[src/design/dwi_pkg.sv]
// Constants shared by the DAC two-wire write path and command decoder.
package dwi_pkg;

	// ==========================================================================
	// Timing
	// ==========================================================================
	localparam int          CLK_PERIOD_NS   = 40;
	localparam int          T_SOFT_CLR16_NS = 20000;
	localparam int          T_SOFT_CLR8_NS  = 15000;
	localparam int          T_POWER_UP_NS   = 8000;
	localparam int          T_SOFT_RESET_NS = 135000;
	localparam int          BUSY_W          = 12;
	localparam logic [11:0] CYC_SOFT_CLR16  = 12'(T_SOFT_CLR16_NS / CLK_PERIOD_NS);
	localparam logic [11:0] CYC_SOFT_CLR8   = 12'(T_SOFT_CLR8_NS / CLK_PERIOD_NS);
	localparam logic [11:0] CYC_POWER_UP    = 12'(T_POWER_UP_NS / CLK_PERIOD_NS);
	localparam logic [11:0] CYC_SOFT_RESET  = 12'(T_SOFT_RESET_NS / CLK_PERIOD_NS);
	localparam logic [11:0] CYC_NOP         = 12'h001;

	// ==========================================================================
	// Link framing
	// ==========================================================================
	localparam logic [4:0] SLAVE_ADDR_HI = 5'h15;
	localparam logic [7:0] BURST_PTR     = 8'hff;
	localparam int         PTR_RW_BIT    = 5;
	localparam int         REG_SEL_HI    = 15;
	localparam int         REG_SEL_LO    = 14;
	localparam int         MON_SEL_LSB   = 8;

	// ==========================================================================
	// Special command codes on the channel address bits
	// ==========================================================================
	localparam logic [3:0] SFR_NOP      = 4'h0;
	localparam logic [3:0] SFR_CLR_CODE = 4'h1;
	localparam logic [3:0] SFR_SOFTWARE_CLEAR_COMMAND = 4'h2;
	localparam logic [3:0] SFR_PWR_DOWN = 4'h8;
	localparam logic [3:0] SFR_PWR_UP   = 4'h9;
	localparam logic [3:0] SFR_MONITOR  = 4'ha;
	localparam logic [3:0] SFR_CONTROL  = 4'hc;
	localparam logic [3:0] SFR_RESET    = 4'hf;

	// ==========================================================================
	// Software registers and reset values
	// ==========================================================================
	localparam logic [7:0]  REG_STATUS     = 8'h00;
	localparam logic [7:0]  REG_CLR_CODE   = 8'h04;
	localparam logic [7:0]  REG_CONTROL    = 8'h08;
	localparam logic [7:0]  REG_MONITOR    = 8'h0c;
	localparam logic [7:0]  REG_CONFIG     = 8'h10;
	localparam int          CFG_ENABLE     = 0;
	localparam int          CFG_PD_100K    = 1;
	localparam logic [1:0]  CONFIG_RESET   = 2'h1;
	localparam logic [13:0] CLR_CODE_RESET = 14'h0000;
	localparam logic [13:0] CONTROL_RESET  = 14'h0000;
	localparam logic [5:0]  MONITOR_RESET  = 6'h3f;

	typedef enum logic [5:0] {
		ST_IDLE = 6'h01,
		ST_ADDR = 6'h02,
		ST_PTR  = 6'h04,
		ST_DHI  = 6'h08,
		ST_DLO  = 6'h10,
		ST_SKIP = 6'h20
	} dwi_state_e;

endpackage : dwi_pkg

[src/design/dwi_dac_write.sv]
// Two-wire slave write path and special command decoder of a multi-channel DAC.
`timescale 1ns/1ps

// Behaviour
// - Address, pointer, two data bytes, STOP update one addressed channel.
// - Slave address and pointer bytes are acknowledged by pulling the data line low.
// - Sixteen channels use four address bits; eight channels use the low three.
// - Without STOP the next byte is a new pointer followed by two data bytes.
// - The two register-select bits choose which channel register is written.
// - STOP at any point ends repeated-pointer or burst mode and idles the port.
// - Pointer 0xff starts burst mode at channel zero.
// - Burst advances the channel after each data pair, then reverts to pointer mode.
// - Toggle operation is not allowed during burst mode.
// - Register-select zero decodes the address bits as special commands.
// - Code 1100 writes control when direction is 0, selects it for reading when 1.
// - No-op changes no state and pulls busy low while processed.
// - Clear-code write stores fourteen data bits; the clear code resets to zero.
// - Clear pin or soft clear copies the clear code into every channel.
// - Soft clear holds busy low 20 us on sixteen, 15 us on eight channels.
// - Soft power-down idles all channels and keeps every register.
// - Soft power-up re-enables outputs, exit completes within 8 us.
// - Effective power-down is hardware input OR software power-down.
// - Soft reset returns registers to defaults and finishes within 135 us.
// - Slave address is 10101 followed by the two address-select pins.
module dwi_dac_write #(
	parameter int NUM_CHANNELS = 16
) (
	input  wire logic        clock,
	input  wire logic        arst_n,
	input  wire logic        scl_in,
	input  wire logic        sda_in,
	output logic             sda_out,
	output logic             sda_oe,
	input  wire logic        clear_input_n,
	input  wire logic        power_down_input,
	input  wire logic        address_select_pin_1,
	input  wire logic        address_select_pin_0,
	input  wire logic [7:0]  reg_addr,
	input  wire logic [31:0] reg_wdata,
	input  wire logic        reg_write,
	input  wire logic        reg_read,
	output logic [31:0]      reg_rdata,
	output logic             dac_wr_valid,
	output logic [3:0]       dac_wr_channel,
	output logic [1:0]       dac_wr_register,
	output logic [13:0]      dac_wr_data,
	output logic             clear_all,
	output logic             soft_reset,
	output logic [13:0]      clear_code,
	output logic [13:0]      control_value,
	output logic             control_write,
	output logic             control_read_select,
	output logic [5:0]       monitor_select,
	output logic             power_down,
	output logic             power_down_100k,
	output logic             toggle_allowed,
	output logic             busy_n
);
	import dwi_pkg::*;

	localparam logic [3:0] LAST_CHAN = 4'(NUM_CHANNELS - 1);
	localparam logic [11:0] CYC_SOFTWARE_CLEAR_COMMAND = (NUM_CHANNELS == 8) ? CYC_SOFT_CLR8 : CYC_SOFT_CLR16;

	generate
		if (NUM_CHANNELS != 8 && NUM_CHANNELS != 16) begin : g_bad_channels
			$error("NUM_CHANNELS must be 8 or 16");
		end
	endgenerate

	// ==========================================================================
	// Pin synchronisers and edge detection
	// ==========================================================================
	logic [5:0]       pin_s1_ff;
	logic [5:0]       pin_s2_ff;
	logic [2:0]       pin_s3_ff;
	logic             scl_s;
	logic             sda_s;
	logic             clr_n_s;
	logic             scl_rise;
	logic             scl_fall;
	logic             bus_start;
	logic             bus_stop;
	logic             clr_fall;

	always_ff @(posedge clock or negedge arst_n) begin
		if (!arst_n) begin
			// Reset values match the idle pin levels, so no false edge or power-down follows reset.
			pin_s1_ff <= 6'h3b;
			pin_s2_ff <= 6'h3b;
			pin_s3_ff <= 3'h7;
		end else begin
			pin_s1_ff <= {scl_in, sda_in, clear_input_n, power_down_input,
				address_select_pin_1, address_select_pin_0};
			pin_s2_ff <= pin_s1_ff;
			pin_s3_ff <= pin_s2_ff[5:3];
		end
	end

	assign scl_s     = pin_s2_ff[5];
	assign sda_s     = pin_s2_ff[4];
	assign clr_n_s   = pin_s2_ff[3];
	assign scl_rise  = scl_s & ~pin_s3_ff[2];
	assign scl_fall  = ~scl_s & pin_s3_ff[2];
	assign bus_start = scl_s & pin_s3_ff[2] & pin_s3_ff[1] & ~sda_s;
	assign bus_stop  = scl_s & pin_s3_ff[2] & ~pin_s3_ff[1] & sda_s;
	assign clr_fall  = ~clr_n_s & pin_s3_ff[0];

	// ==========================================================================
	// Byte framing and acknowledge
	// ==========================================================================
	dwi_state_e       state_ff;
	logic [7:0]       shift_ff;
	logic [3:0]       bit_cnt_ff;
	logic             ack_phase_ff;
	logic             sda_oe_ff;
	logic             burst_ff;
	logic [3:0]       addr_ff;
	logic             rw_ff;
	logic [7:0]       data_hi_ff;
	logic             cmd_valid_ff;
	logic [15:0]      cmd_word_ff;
	logic [3:0]       cmd_addr_ff;
	logic             cmd_rw_ff;
	logic [1:0]       cfg_ff;
	logic             byte_done;
	logic             addr_match;

	assign byte_done  = scl_fall && bit_cnt_ff == 4'h8 && !ack_phase_ff;
	assign addr_match = shift_ff[7:1] == {SLAVE_ADDR_HI, pin_s2_ff[1:0]} && !shift_ff[0];

	always_ff @(posedge clock or negedge arst_n) begin
		if (!arst_n) begin
			state_ff     <= ST_IDLE;
			shift_ff     <= 8'h00;
			bit_cnt_ff   <= 4'h0;
			ack_phase_ff <= 1'b0;
			sda_oe_ff    <= 1'b0;
			burst_ff     <= 1'b0;
			addr_ff      <= 4'h0;
			rw_ff        <= 1'b0;
			data_hi_ff   <= 8'h00;
			cmd_valid_ff <= 1'b0;
			cmd_word_ff  <= 16'h0000;
			cmd_addr_ff  <= 4'h0;
			cmd_rw_ff    <= 1'b0;
		end else begin
			cmd_valid_ff <= 1'b0;
			if (bus_stop || !cfg_ff[CFG_ENABLE]) begin
				state_ff     <= ST_IDLE;
				burst_ff     <= 1'b0;
				bit_cnt_ff   <= 4'h0;
				ack_phase_ff <= 1'b0;
				sda_oe_ff    <= 1'b0;
			end else if (bus_start) begin
				state_ff     <= ST_ADDR;
				burst_ff     <= 1'b0;
				bit_cnt_ff   <= 4'h0;
				ack_phase_ff <= 1'b0;
				sda_oe_ff    <= 1'b0;
			end else if (scl_rise && bit_cnt_ff < 4'h8) begin
				shift_ff   <= {shift_ff[6:0], sda_s};
				bit_cnt_ff <= bit_cnt_ff + 4'h1;
			end else if (scl_fall && ack_phase_ff) begin
				ack_phase_ff <= 1'b0;
				sda_oe_ff    <= 1'b0;
				bit_cnt_ff   <= 4'h0;
			end else if (byte_done) begin
				ack_phase_ff <= 1'b1;
				case (state_ff)
					ST_ADDR: begin
						state_ff  <= addr_match ? ST_PTR : ST_SKIP;
						sda_oe_ff <= addr_match;
					end
					ST_PTR: begin
						sda_oe_ff <= 1'b1;
						state_ff  <= ST_DHI;
						if (shift_ff == BURST_PTR) begin
							burst_ff <= 1'b1;
							addr_ff  <= 4'h0;
							rw_ff    <= 1'b0;
						end else begin
							addr_ff <= shift_ff[3:0];
							rw_ff   <= shift_ff[PTR_RW_BIT];
						end
					end
					ST_DHI: begin
						sda_oe_ff  <= 1'b1;
						data_hi_ff <= shift_ff;
						state_ff   <= ST_DLO;
					end
					ST_DLO: begin
						sda_oe_ff    <= 1'b1;
						cmd_valid_ff <= 1'b1;
						cmd_word_ff  <= {data_hi_ff, shift_ff};
						cmd_addr_ff  <= addr_ff;
						cmd_rw_ff    <= rw_ff;
						if (burst_ff && addr_ff != LAST_CHAN) begin
							addr_ff  <= addr_ff + 4'h1;
							state_ff <= ST_DHI;
						end else begin
							burst_ff <= 1'b0;
							state_ff <= ST_PTR;
						end
					end
					default: begin
						state_ff <= state_ff;
					end
				endcase
			end
		end
	end

	// ==========================================================================
	// Command decode
	// ==========================================================================
	logic             is_sfr;
	logic             do_nop;
	logic             do_software_clear_command;
	logic             do_pwr_up;
	logic             do_reset;
	logic             do_clr_code;
	logic [13:0]      clear_code_ff;
	logic [13:0]      control_ff;
	logic             control_write_ff;
	logic             control_rd_ff;
	logic [5:0]       monitor_ff;
	logic             soft_pd_ff;
	logic             clear_all_ff;
	logic             soft_reset_ff;

	assign is_sfr      = cmd_valid_ff && cmd_word_ff[REG_SEL_HI:REG_SEL_LO] == 2'b00;
	assign do_nop      = is_sfr && cmd_addr_ff == SFR_NOP;
	assign do_software_clear_command = is_sfr && cmd_addr_ff == SFR_SOFTWARE_CLEAR_COMMAND && !cmd_rw_ff;
	assign do_pwr_up   = is_sfr && cmd_addr_ff == SFR_PWR_UP && !cmd_rw_ff;
	assign do_reset    = is_sfr && cmd_addr_ff == SFR_RESET && !cmd_rw_ff;
	assign do_clr_code = is_sfr && cmd_addr_ff == SFR_CLR_CODE && !cmd_rw_ff;

	logic             dac_wr_valid_ff;
	logic [3:0]       dac_wr_channel_ff;
	logic [1:0]       dac_wr_register_ff;
	logic [13:0]      dac_wr_data_ff;

	always_ff @(posedge clock or negedge arst_n) begin
		if (!arst_n) begin
			dac_wr_valid_ff    <= 1'b0;
			dac_wr_channel_ff  <= 4'h0;
			dac_wr_register_ff <= 2'h0;
			dac_wr_data_ff     <= 14'h0000;
		end else begin
			dac_wr_valid_ff <= cmd_valid_ff && !is_sfr;
			if (cmd_valid_ff && !is_sfr) begin
				dac_wr_channel_ff  <= (NUM_CHANNELS == 8) ? {1'b0, cmd_addr_ff[2:0]} : cmd_addr_ff;
				dac_wr_register_ff <= cmd_word_ff[REG_SEL_HI:REG_SEL_LO];
				dac_wr_data_ff     <= cmd_word_ff[13:0];
			end
		end
	end

	always_ff @(posedge clock or negedge arst_n) begin
		if (!arst_n) begin
			clear_code_ff    <= CLR_CODE_RESET;
			control_ff       <= CONTROL_RESET;
			control_write_ff <= 1'b0;
			control_rd_ff    <= 1'b0;
			monitor_ff       <= MONITOR_RESET;
			soft_pd_ff       <= 1'b0;
			clear_all_ff     <= 1'b0;
			soft_reset_ff    <= 1'b0;
		end else begin
			clear_all_ff     <= do_software_clear_command || clr_fall;
			soft_reset_ff    <= do_reset;
			control_write_ff <= is_sfr && cmd_addr_ff == SFR_CONTROL && !cmd_rw_ff;
			if (do_reset) begin
				clear_code_ff <= CLR_CODE_RESET;
				control_ff    <= CONTROL_RESET;
				control_rd_ff <= 1'b0;
				monitor_ff    <= MONITOR_RESET;
				soft_pd_ff    <= 1'b0;
			end else if (do_clr_code) begin
				clear_code_ff <= cmd_word_ff[13:0];
			end else if (is_sfr && cmd_addr_ff == SFR_CONTROL) begin
				if (cmd_rw_ff) begin
					control_rd_ff <= 1'b1;
				end else begin
					control_ff    <= cmd_word_ff[13:0];
					control_rd_ff <= 1'b0;
				end
			end else if (is_sfr && cmd_addr_ff == SFR_MONITOR && !cmd_rw_ff) begin
				monitor_ff <= cmd_word_ff[13:MON_SEL_LSB];
			end else if (is_sfr && cmd_addr_ff == SFR_PWR_DOWN && !cmd_rw_ff) begin
				soft_pd_ff <= 1'b1;
			end else if (do_pwr_up) begin
				soft_pd_ff <= 1'b0;
			end
		end
	end

	// ==========================================================================
	// Busy timing
	// ==========================================================================
	logic [BUSY_W-1:0] busy_cnt_ff;
	logic [BUSY_W-1:0] busy_load;
	logic [BUSY_W-1:0] nxt_busy_cnt;
	logic              busy_n_ff;

	always_comb begin
		busy_load = '0;
		if (do_reset) begin
			busy_load = CYC_SOFT_RESET;
		end else if (do_software_clear_command || clr_fall) begin
			busy_load = CYC_SOFTWARE_CLEAR_COMMAND;
		end else if (do_pwr_up) begin
			busy_load = CYC_POWER_UP;
		end else if (do_nop) begin
			busy_load = CYC_NOP;
		end
		if (busy_load > busy_cnt_ff) begin
			nxt_busy_cnt = busy_load;
		end else if (busy_cnt_ff != '0) begin
			nxt_busy_cnt = busy_cnt_ff - 12'h001;
		end else begin
			nxt_busy_cnt = '0;
		end
	end

	always_ff @(posedge clock or negedge arst_n) begin
		if (!arst_n) begin
			busy_cnt_ff <= '0;
			busy_n_ff   <= 1'b1;
		end else begin
			busy_cnt_ff <= nxt_busy_cnt;
			busy_n_ff   <= nxt_busy_cnt == '0;
		end
	end

	// ==========================================================================
	// Power and mode status
	// ==========================================================================
	logic             power_down_ff;
	logic             toggle_allowed_ff;

	always_ff @(posedge clock or negedge arst_n) begin
		if (!arst_n) begin
			power_down_ff     <= 1'b0;
			toggle_allowed_ff <= 1'b1;
		end else begin
			power_down_ff     <= pin_s2_ff[2] | soft_pd_ff;
			toggle_allowed_ff <= !burst_ff;
		end
	end

	// ==========================================================================
	// Software register port
	// ==========================================================================
	logic [31:0]      reg_rdata_ff;

	always_ff @(posedge clock or negedge arst_n) begin
		if (!arst_n) begin
			cfg_ff       <= CONFIG_RESET;
			reg_rdata_ff <= 32'h0000_0000;
		end else begin
			if (reg_write && reg_addr == REG_CONFIG) begin
				cfg_ff <= reg_wdata[1:0];
			end
			reg_rdata_ff <= 32'h0000_0000;
			if (reg_read) begin
				if (reg_addr == REG_STATUS) begin
					reg_rdata_ff <= {22'h0, state_ff, burst_ff, soft_pd_ff, power_down_ff, ~busy_n_ff};
				end else if (reg_addr == REG_CLR_CODE) begin
					reg_rdata_ff <= {18'h0, clear_code_ff};
				end else if (reg_addr == REG_CONTROL) begin
					reg_rdata_ff <= {17'h0, control_rd_ff, control_ff};
				end else if (reg_addr == REG_MONITOR) begin
					reg_rdata_ff <= {26'h0, monitor_ff};
				end else if (reg_addr == REG_CONFIG) begin
					reg_rdata_ff <= {30'h0, cfg_ff};
				end
			end
		end
	end

	assign sda_out             = 1'b0;
	assign sda_oe              = sda_oe_ff;
	assign reg_rdata           = reg_rdata_ff;
	assign dac_wr_valid        = dac_wr_valid_ff;
	assign dac_wr_channel      = dac_wr_channel_ff;
	assign dac_wr_register     = dac_wr_register_ff;
	assign dac_wr_data         = dac_wr_data_ff;
	assign clear_all           = clear_all_ff;
	assign soft_reset          = soft_reset_ff;
	assign clear_code          = clear_code_ff;
	assign control_value       = control_ff;
	assign control_write       = control_write_ff;
	assign control_read_select = control_rd_ff;
	assign monitor_select      = monitor_ff;
	assign power_down          = power_down_ff;
	assign power_down_100k     = cfg_ff[CFG_PD_100K];
	assign toggle_allowed      = toggle_allowed_ff;
	assign busy_n              = busy_n_ff;
endmodule : dwi_dac_write

[config.mk]
export PLATFORM = sky130hd
export DESIGN_NAME = dwi_dac_write
export DESIGN_NICKNAME = d
export VERILOG_FILES = /design/src/design/dwi_pkg.sv /design/src/design/dwi_dac_write.sv
export SDC_FILE = /design/constraint.sdc
export NUM_CORES = 1
export LEC_CHECK = 0
export ABC_AREA = 1
export ABC_CLOCK_PERIOD_IN_PS = 2430
export BUFFER_PORTS_ARGS = -buffer_cell sky130_fd_sc_hd__buf_2
export CAP_MARGIN = 20
export CORE_MARGIN = 2
export CORE_UTILIZATION = 41
export CTS_CLUSTER_SIZE = 12
export DETAILED_ROUTE_END_ITERATION = 10
export PLACE_DENSITY_LB_ADDON = 0.2
export SLEW_MARGIN = 10
export SYNTH_ARGS = -nofsm -noshare
export SYNTH_HDL_FRONTEND = slang
export SYNTH_SLANG_ARGS = --single-unit
[constraint.sdc]
create_clock -name clock -period 2.43 [get_ports clock]
set_input_delay 0.3645 -clock clock [delete_from_list [all_inputs] [get_ports clock]]
set_output_delay 0.3645 -clock clock [all_outputs]
set_load 0.01 [all_outputs]
==> impl_metrics.py, run 1 <==
metrics = {
    "status": {
        "status": "finished with violations",
        "violations": "setup timing",
    },
    "pwr": {
        "internal_power_mw": 5.25,
        "clkPwrFrac_pct": 34.2,
        "p_leak_nw": 4.68,
        "comb_power_share_pct": 26.7,
        "p_per_area_mw_per_mm2": 789,
        "netSwitchingPower_mw": 2.35,
        "sequentialPowerShare_pct": 39.0,
        "swShare_pct": 30.9,
        "peakVddDrop_v": 0.000470,
    },
    "cells_and_area": {
        "final_nets": 1064,
        "syn2layout_area_growth_pct": 28.0,
        "drive_gt1_share_pct": 33.6,
        "antenna-diode-count": 0,
    },
    "sta": {
        "min_period_ns": 2.52,
        "rsz0062_at_grt": "true",
        "fmax_mhz": 397,
        "final-hold-violation-count": 0,
        "slew_viol_final": 0,
        "relSlewSlack_pct": 63.4,
        "finalSetupViolCount": 6,
        "setup_tns_ns": -0.286,
        "fin_skew_ns": 0.0104,
        "setup_slack_ns": -0.0919,
        "period_share_pct": 104,
        "worstMarginPinSlew_ns": 0.548,
    },
    "die": {
        "die_w_um": 139,
        "dieArea_mm2": 0.0194,
        "die_y_um": 139,
        "design.core.area_mm2": 0.0180,
        "rows": 49,
        "start_util_pct": 41.8,
        "io_pins": 147,
    },
    "global_routing": {
        "grt_overflow": 0,
        "track_usage_pct": 19.8,
        "grt_max_degree": 56,
        "antenna_found_initial": 0,
        "grt_pass1_vias": 5786,
        "grt_pass1_wl_um": 30200,
    },
    "logic_synthesis": {
        "ys_ff_latch": 163,
        "synth_seq_area_share_pct": 54.7,
        "synth_area_mm2": 0.00751,
        "synth_ff_type": "dfrtp_1",
        "async_flop_share_pct": 100,
        "synth-edff-count": 0,
        "yosysWarnings": 0,
        "yosysUniqueCellTypes": 52,
        "synth_cells": 827,
        "avgSynthCellArea_um2": 9.08,
    },
    "clock_network": {
        "clk_pin_slew_ns": 0.07,
        "clockRootBuffer": "clkbuf_16",
        "clk_latency_ns": 0.42,
        "clk_path_buf_depth": 2,
        "ctsHtreeMaxLevel": 4,
        "clock_sinks": 163,
        "cts_buffers": 17,
        "cts_tree": "built",
    },
    "placement": {
        "gp_congestion": 0.833,
        "dp_hpwl_um": 13400,
        "dpl_worst_slack_ns": -0.163,
        "io_buffers": 98,
    },
    "detailed_routing": {
        "wl_per_cell_um": 15.2,
        "via_count": 6084,
        "vias_per_cell": 4.91,
        "drc_errors": 0,
        "wirelength_um": 18900,
        "antenna_left": 0,
        "drt_pre_antenna_iters": 5,
        "drt_iter0_markers": 425,
    },
    "worst_setup_path": {
        "critical_path.endpoint_type": "register",
        "slowest_stage": "dfrtp_1",
        "crit_chain": "inv_2 -> nand2_4 -> nor2_8 -> nand3_4 -> nand2_1 -> nand2_4 -> buf_4 -> buf_4 -> buf_4 -> buf_4 -> buf_4 -> buf_4 -> buf_4 -> buf_4 -> nand3_2 -> nand2_2 -> buf_4 -> buf_4 -> inv_1",
        "crit_type": "register to register",
        "max_stage_delay_ns": 0.37,
        "crit_arrival_ns": 2.88,
        "cp.required_ns": 2.79,
        "cp-start-kind": "register",
        "crit_top_cell": "buf_4",
        "path_max_fanout": 6,
    },
    "flow_run": {
        "maxCapViolations": 0,
    },
    "worst_hold_path": {
        "hold_class": "input port to register",
    },
}
-- power groups by stage --
stage          Clock (mW)  Combinational, mW  Sequential, mW
2_1_floorplan           0              0.979            2.98
3_3_place_gp            0               1.42            3.01
3_5_place_dp            0               1.44            3.01
4_1_cts              2.65               1.80            2.96
5_1_grt              2.78               2.26            2.98
6_report             2.60               2.03            2.96
-- critical path: cells and delay by family (launching register included) --
family	cells	cell delay, ns
buffers and inverters	12	1.32
flip-flops	1	0.37
AND/OR/NAND/NOR	7	0.77
-- sequential cells by signal, summed over array words and instances, names as in the netlist, 8 cells and up --
register and count:
busy_cnt_ff 12, clear_code 14, cmd_word_ff 16, control_value 14, dac_wr_data 14, data_hi_ff 8, reg_rdata 15, shift_ff 8
-- logic make-up (layout without fill, tap and decap cells) --
family | after synthesis | count (layout) | synth area share, %
AND/OR/NAND/NOR | 309 | 309 | 19.2
AO/OA/AOI/OAI | 176 | 176 | 13.1
flip-flops | 163 | 163 | 54.7
buffers and inverters | 151 | 318 | 8.89
adder cells (fa/ha/maj) | 15 | 15 | 2.50
XOR/XNOR | 8 | 8 | 0.933
multiplexers | 4 | 4 | 0.600
other | 1 | 18 | 0.0499
-- path summary, 6_finish.rpt --
kind / slack (ns) / cells after the start / to / start
hold / removal: 0.03 / 1 / pin_s1_ff[0] / address_select_pin_0
setup / recovery: -0.09 / 19 / busy_cnt_ff[3] / cmd_word_ff[14]
max in group asynchronous: 1.16 / 3 / monitor_select[0] / arst_n
hold reg to reg: 0.35 / 0 / pin_s2_ff[2] / pin_s1_ff[2]
min in group asynchronous: 0.48 / 2 / shift_ff[1] / arst_n
setup reg to reg: -0.09 / 19 / busy_cnt_ff[3] / cmd_word_ff[14]
-- through the flow --
step / util [%] / total power, mW / std cells / hold slack [ns] / cell area (um2)
final: 53.5 / 7.59 / 1240 / 0.0324 / 9620
after floorplan: - / 3.96 / 844 / 0.0689 / 7580
after global placement: 47.2 / 4.42 / 1179 / 0.334 / 8480
after detailed placement: 47.2 / 4.45 / 1179 / 0.347 / 8480
after global routing: 53.5 / 8.02 / 1240 / 0.0137 / 9620
after CTS: 52.4 / 7.41 / 1232 / 0.0165 / 9400
-- routing by layer --
| metal | routed length, um | GRT usage (%) |
|---|---|---|
| met5 | 0 | 0 |
| met3 | 903 | 4.30 |
| met4 | 289 | 5.85 |
| met1 | 9050 | 28.2 |
| met2 | 8660 | 30.5 |
-- area by class of cell --
class	instances	area, um2
Clock inverter	12	119
Inverter	111	424
Fill cell	1644	8340
Clock buffer	19	453
Sequential cell	163	4110
Tap cell	229	287
Multi-Input combinational cell	530	3100
Timing Repair Buffer	176	1130
-- placed cells by master (no fill, tap or decap), types with 9 or more instances in the layout --
cell type  synthesis  final
nand3_2            1     11
conb_1             1     18
inv_2              4     12
nand2_1          152    131
nor2_2             5     14
nor2_1            57     47
buf_4             21     68
dfstp_2           23     23
a21oi_1           30     29
buf_2              9     97
buf_6              1      9
nand3_1           50     39
o21ai_0          108    107
dfrtp_1          140    139
nand2_2           10     26
o22ai_1           10     10
clkbuf_16          0     17
inv_1            104     95
-- Yosys cell counts, types with 2 or more instances --
master / n / area, um2
a211oi_1: 3 / 22.5
a21oi_1: 30 / 150
a21oi_2: 4 / 35.0
a221oi_1: 4 / 35.0
a31oi_1: 3 / 18.8
buf_2: 9 / 45.0
buf_4: 21 / 158
clkbuf_1: 7 / 26.3
clkinv_1: 2 / 7.51
dfrtp_1: 140 / 3500
dfstp_2: 23 / 604
ha_1: 15 / 188
inv_1: 104 / 390
inv_2: 4 / 15.0
mux2_2: 4 / 45.0
nand2_1: 152 / 571
nand2_2: 10 / 62.6
nand2_4: 2 / 22.5
nand3_1: 50 / 250
nand3_4: 2 / 35.0
nand4_1: 8 / 50.1
nand4_2: 3 / 37.5
nor2_1: 57 / 214
nor2_2: 5 / 31.3
nor2_4: 3 / 33.8
nor3_1: 7 / 35.0
o21ai_0: 108 / 541
o21ai_1: 4 / 20.0
o21ai_2: 2 / 17.5
o22ai_1: 10 / 62.6
o31ai_1: 4 / 30.0
xor2_1: 7 / 61.3
-- what timing repair did --
action,in CTS,in global routing
gates resized for setup,47,39
setup endpoints to repair,2,10
hold buffers,1,0
pin swaps,33,26
setup buffers,21,9
endpoints found under the hold margin,45,0
(Power assumes the default switching activity.)
==> run 2: changes to the inputs <==
CORE_UTILIZATION = 50   (was 41)
HOLD_SLACK_MARGIN = 0.05   (was default)
==> run 2 against run 1 <==
- the run still ends with setup timing left
- fmax decreased by 0.69%
- register-to-register slack got worse by 0.02 ns
- first-iteration DRC count increased by 17%
- global-route usage increased by 3.3 points
- sequential share of layout area increased by 1.2 points
- non-clock buffer count decreased by 20
- sequential power about the same
- via count increased by 0.87%
- wire length decreased by 4.5%
==> impl_metrics.py, run 2 (synthesized netlist as in run 1, its figures left out) <==
metrics = {
    "status": {
        "status": "finished with violations",
        "violations": "setup timing",
    },
    "worst_setup_path": {
        "crit_type": "register to register",
        "critPathTopFamily": "simple AND/OR/NAND/NOR gates",
        "crit_top_cell": "nand2_2",
        "cp.required_ns": 2.79,
        "max_stage_delay_ns": 0.46,
        "slowest_stage": "dfrtp_2",
        "crit_arrival_ns": 2.90,
        "cp-start-kind": "register",
        "reg2reg_depth": 22,
        "critical_path.endpoint_type": "register",
        "path_max_fanout": 7,
        "crit_chain": "nor2_4 -> nand2_1 -> nor2_1 -> nand2_2 -> nand2_2 -> nand2_2 -> nand2_2 -> inv_2 -> ha_4 -> nand2_4 -> inv_2 -> nand2_1 -> nand2_1 -> nand2_2 -> nand3_4 -> nand2_8 -> buf_6 -> nand3_1 -> nand2_1 -> nor2_1 -> nand3_1 -> nor2_1",
        "cp_num_buf_inv": 3,
        "cp.depth": 22,
    },
    "pwr": {
        "comb_power_share_pct": 22.8,
        "p_leak_nw": 4.62,
        "p_per_area_mw_per_mm2": 810,
        "netSwitchingPower_mw": 2.16,
        "clkPwrFrac_pct": 38.2,
        "sequentialPowerShare_pct": 39.0,
        "fin_total_pwr_mw": 7.58,
        "internal_power_mw": 5.43,
        "swShare_pct": 28.4,
        "peakVddDrop_v": 0.000483,
    },
    "sta": {
        "setup_slack_ns": -0.109,
        "period_share_pct": 105,
        "worstMarginPinSlew_ns": 0.600,
        "slew_viol_final": 0,
        "min_period_ns": 2.54,
        "fin_skew_ns": 0.00911,
        "relSlewSlack_pct": 60.0,
        "rsz0062_at_grt": "true",
        "whs_ns": 0.173,
        "fmax_mhz": 394,
        "finalSetupViolCount": 1,
        "final-hold-violation-count": 0,
        "setup_tns_ns": -0.109,
    },
    "flow_run": {
        "maxCapViolations": 0,
    },
    "die": {
        "rows": 44,
        "die_y_um": 127,
        "die_w_um": 127,
        "dieArea_mm2": 0.0160,
        "design.core.area_mm2": 0.0146,
        "start_util_pct": 51.5,
        "io_pins": 147,
    },
    "worst_hold_path": {
        "hold_depth": 2,
        "hold_class": "input port to register",
    },
    "detailed_routing": {
        "via_count": 6137,
        "antenna_left": 0,
        "drt_iter0_markers": 497,
        "vias_per_cell": 5.21,
        "drt_pre_antenna_iters": 5,
        "drc_errors": 0,
        "wirelength_um": 18100,
        "wl_per_cell_um": 15.3,
    },
    "global_routing": {
        "track_usage_pct": 23.1,
        "grt_pass1_vias": 5721,
        "grt_pass1_wl_um": 29000,
        "grt_max_degree": 63,
        "grt_overflow": 0,
        "antenna_found_initial": 0,
    },
    "cells_and_area": {
        "syn2layout_area_growth_pct": 24.6,
        "drive_gt1_share_pct": 28.2,
        "largest_register_ffs": 16,
        "layout_common_cells": "nand2_1, dfrtp_1, o21ai_0",
        "instances_no_fill": 1177,
        "final_nets": 1045,
        "final_util_pct": 64.1,
        "final_area_mm2": 0.00936,
        "antenna-diode-count": 0,
        "top_register": "cmd_word_ff",
        "final_common_cell": "nand2_1",
    },
    "placement": {
        "dpl_cell_area_mm2": 0.00840,
        "dp_cells": 1129,
        "dpl_worst_slack_ns": -0.128,
        "dp_hpwl_um": 12900,
        "io_buffers": 98,
        "gp_congestion": 0.837,
    },
    "clock_network": {
        "clk_pin_slew_ns": 0.06,
        "clock_sinks": 163,
        "clk_latency_ns": 0.43,
        "ctsHtreeMaxLevel": 4,
        "cts_tree": "built",
        "clockRootBuffer": "clkbuf_16",
        "clk_path_buf_depth": 2,
        "cts_buffers": 17,
    },
}
-- run 2: power groups by stage --
| stage | registers [mW] | logic, mW | clock network, mW |
|---|---|---|---|
| 2_1_floorplan | 2.98 | 0.979 | 0 |
| 3_3_place_gp | 3.01 | 1.35 | 0 |
| 3_5_place_dp | 3.00 | 1.39 | 0 |
| 4_1_cts | 2.96 | 1.46 | 2.93 |
| 5_1_grt | 2.97 | 1.93 | 3.05 |
| 6_report | 2.96 | 1.73 | 2.90 |
-- run 2: final timing paths --
path / startpoint / end / slack [ns]
setup reg to reg: cmd_addr_ff[2] / busy_n / -0.11
hold reg to reg: pin_s1_ff[3] / pin_s2_ff[3] / 0.36
setup / recovery: cmd_addr_ff[2] / busy_n / -0.11
hold / removal: reg_wdata[1] / cfg_ff[1] / 0.17
max in group asynchronous: arst_n / pin_s2_ff[4] / 1.21
min in group asynchronous: arst_n / reg_rdata[11] / 0.48
-- run 2: layout make-up --
type,count,area [um2]
well taps,184,230
repair buffers,156,1010
inverters,111,422
clock inverters,11,185
fillers,1212,5230
multi-input cells,531,2950
flip-flops and latches,163,4110
clock buffers,21,450
-- run 2: timing repair --
item,CTS,global route
hold buffers,7,0
gates resized for setup,18,25
cloned,0,1
setup buffers,1,8
pin swaps,2,13
endpoints found under the hold margin,60,0
endpoints found under the setup margin,1,12
-- run 2: metal layers --
metal | track usage, % | up-vias | part of all wire (%) | routed length [um]
li1 | - | 2990 | - | -
met1 | 32.7 | 2927 | 47 | 8460
met2 | 35.7 | 199 | 46 | 8300
met3 | 5.36 | 21 | 5.6 | 1020
met4 | 6.79 | 0 | 1.5 | 278
met5 | 0 | - | 0 | 0
==> run 3: changes to the inputs <==
ABC_AREA = default   (was 1)
==> run 3 against run 2 <==
- final cell count decreased by 16%
- the run still ends with setup timing left
- first-iteration DRC count down 15%
- sequential cell count unchanged
==> impl_metrics.py, run 3 <==
metrics = {
    "global_routing": {
        "track_usage_pct": 24.1,
        "antenna_found_initial": 0,
        "grt_max_degree": 52,
        "grt_overflow": 0,
        "grt_pass1_vias": 5801,
        "grt_pass1_wl_um": 30100,
    },
    "worst_setup_path": {
        "max_stage_delay_ns": 0.40,
        "cp-start-kind": "register",
        "critPathTopFamily": "simple AND/OR/NAND/NOR gates",
        "crit_type": "register to register",
        "cp-startpoint": "cmd_word_ff[15]",
        "slowest_stage": "dfrtp_1",
        "r2r_start": "cmd_word_ff[15]",
        "crit_arrival_ns": 3.02,
        "endpoint": "busy_cnt_ff[2]",
        "path_max_fanout": 5,
        "crit_chain": "nor4b_4 -> buf_4 -> nor2b_4 -> nand3_4 -> and2_4 -> ha_4 -> a211oi_1 -> nor2_1 -> o21bai_2 -> a31oi_4 -> or2_4 -> o21ai_1",
        "critical_path.endpoint_type": "register",
        "cp.required_ns": 2.78,
        "cp_num_buf_inv": 1,
        "ff2ff_setup_slack_ns": -0.24,
        "r2r_end": "busy_cnt_ff[2]",
        "cp.depth": 12,
        "reg2reg_depth": 12,
    },
    "die": {
        "io_pins": 147,
        "die_w_um": 126,
        "rows": 44,
        "design.core.area_mm2": 0.0145,
        "dieArea_mm2": 0.0159,
        "start_util_pct": 51.4,
        "die_y_um": 126,
    },
    "sta": {
        "rsz0062_at_grt": "true",
        "min_period_ns": 2.67,
        "final-hold-violation-count": 0,
        "finalSetupViolCount": 13,
        "setup_slack_ns": -0.242,
        "fmax_mhz": 374,
        "fin_skew_ns": 0.0102,
        "slew_viol_final": 0,
        "relSlewSlack_pct": 53.1,
        "period_share_pct": 110,
        "worstMarginPinSlew_ns": 0.696,
        "whs_ns": 0.178,
        "setup_tns_ns": -2.63,
    },
    "cells_and_area": {
        "drive_gt1_share_pct": 38.2,
        "n_fill_cell": 1109,
        "final_common_cell": "dfrtp_1",
        "top_register": "cmd_word_ff",
        "final_nets": 862,
        "instances_no_fill": 993,
        "largest_register_ffs": 16,
        "syn2layout_area_growth_pct": 25.2,
        "antenna-diode-count": 0,
        "layout_common_cells": "dfrtp_1, buf_2, nand2_1",
    },
    "pwr": {
        "p_per_area_mw_per_mm2": 731,
        "netSwitchingPower_mw": 1.93,
        "sequentialPowerShare_pct": 43.8,
        "clkPwrFrac_pct": 39.1,
        "peakVddDrop_v": 0.000521,
        "comb_power_share_pct": 17.1,
        "internal_power_mw": 4.91,
        "fin_total_pwr_mw": 6.83,
        "swShare_pct": 28.2,
        "p_leak_nw": 4.52,
    },
    "logic_synthesis": {
        "yosysTopAreaCell": "dfrtp_1",
        "async_flop_share_pct": 100,
        "synth-edff-count": 0,
        "synth_most_common_cell": "dfrtp_1",
        "ys_top_cells_by_area": "dfrtp_1, dfstp_2, mux2_2",
        "yosysUniqueCellTypes": 69,
        "synth_seq_area_share_pct": 55.0,
        "synth_cells": 645,
        "synth_top_area_share_pct": 46.9,
        "ys_ff_latch": 163,
        "avgSynthCellArea_um2": 11.6,
        "synth_area_mm2": 0.00746,
        "yosysWarnings": 0,
        "yosys-top-cells-count": "dfrtp_1, nand2_1, mux2_2",
        "synth_ff_type": "dfrtp_1",
    },
    "clock_network": {
        "clk_pin_slew_ns": 0.06,
        "clk_path_buf_depth": 2,
        "ctsHtreeMaxLevel": 4,
        "cts_buffers": 17,
        "clockRootBuffer": "clkbuf_16",
        "clk_latency_ns": 0.43,
        "clock_sinks": 163,
        "cts_tree": "built",
    },
    "status": {
        "violations": "setup timing",
        "status": "finished with violations",
    },
    "detailed_routing": {
        "drt_pre_antenna_iters": 5,
        "antenna_left": 0,
        "wirelength_um": 18500,
        "vias_per_cell": 5.70,
        "wl_per_cell_um": 18.6,
        "drc_errors": 0,
        "via_count": 5658,
        "drt_iter0_markers": 420,
    },
    "flow_run": {
        "maxCapViolations": 0,
    },
    "placement": {
        "dp_cells": 946,
        "io_buffers": 98,
        "gp_congestion": 0.909,
        "dp_hpwl_um": 13400,
    },
    "worst_hold_path": {
        "hold_class": "input port to register",
        "hold_start": "reg_wdata[1]",
    },
}
run 3: cell count changes after synthesis, moves of 10 or more:
cell	previous run	this run
o21ai_0	108	32
mux2_2	4	42
o22a_1	0	12
nand2_2	10	0
nand3_1	50	16
nor2_1	57	39
inv_1	104	23
nand2_1	152	62
clkbuf_1	7	22
a22o_1	0	16
run 3: per-stage QoR:
stage / util, % / setup WS, ns / area (um2)
global route: 64.3 / -0.394 / 9350
finish: 64.3 / -0.242 / 9350
floorplan: - / -0.247 / 7620
CTS: 63.4 / -0.282 / 9220
global placement: 58.4 / -0.245 / 8490
detailed placement: 58.4 / -0.354 / 8490
run 3: logic make-up after synthesis:
family	Yosys count	synth area share (%)
AND/OR/NAND/NOR	186	13.4
AO/OA/AOI/OAI	130	11.6
multiplexers	68	11.3
buffers and inverters	70	4.56
other	1	0.0502
XOR/XNOR	12	1.41
flip-flops	163	55.0
adder cells (fa/ha/maj)	15	2.51
run 3: worst register-to-register path, cell delays in order (launching register included):
cell      delay, ns
dfrtp_1        0.40
nor4b_4        0.27
buf_4          0.17
nor2b_4        0.18
nand3_4        0.14
and2_4         0.19
ha_4           0.15
a211oi_1       0.22
nor2_1         0.11
o21bai_2       0.23
a31oi_4        0.14
or2_4          0.28
o21ai_1        0.13
run 3: worst min-delay path by stage:
stage / cells past startpoint / end / slack, ns
after global routing: 2 / cfg_ff[1] / 0.17
after floorplan: 0 / ack_phase_ff / 0.07
after detailed placement: 1 / clear_code[3] / 0.32
final: 2 / cfg_ff[1] / 0.18
after global placement: 1 / control_value[3] / 0.31
after CTS: 2 / cfg_ff[1] / 0.16
run 3: final cells by class:
| type | count | area (um2) | area share [%] |
|---|---|---|---|
| Multi-Input combinational cell | 429 | 3290 | 35.2 |
| Sequential cell | 163 | 4110 | 43.9 |
| Inverter | 24 | 95.1 | 1.02 |
| Clock buffer | 18 | 439 | 4.70 |
| Tap cell | 184 | 230 | 2.46 |
| Timing Repair Buffer | 162 | 1040 | 11.1 |
| Clock inverter | 13 | 150 | 1.61 |
run 3: timing repair:
item,4_1_cts,5_1_grt
hold buffers,7,0
endpoints found under the setup margin,13,13
setup buffers,3,5
gates resized for setup,16,17
pin swaps,10,6
endpoints found under the hold margin,39,0
run 3: power groups by stage:
stage	clock [mW]	combinational, mW	sequential, mW
2_1_floorplan	0	0.746	3.00
3_3_place_gp	0	0.972	3.04
3_5_place_dp	0	1.00	3.03
4_1_cts	2.71	1.09	2.99
5_1_grt	2.83	1.31	3.01
6_report	2.67	1.17	2.99
run 3: routing by layer:
layer	up-vias	routed length [um]	global-route usage, %
met5	-	0	0
met4	0	419	8.53
met3	38	1100	6.03
met2	179	9140	39.3
met1	2850	7830	31.7
li1	2591	-	-
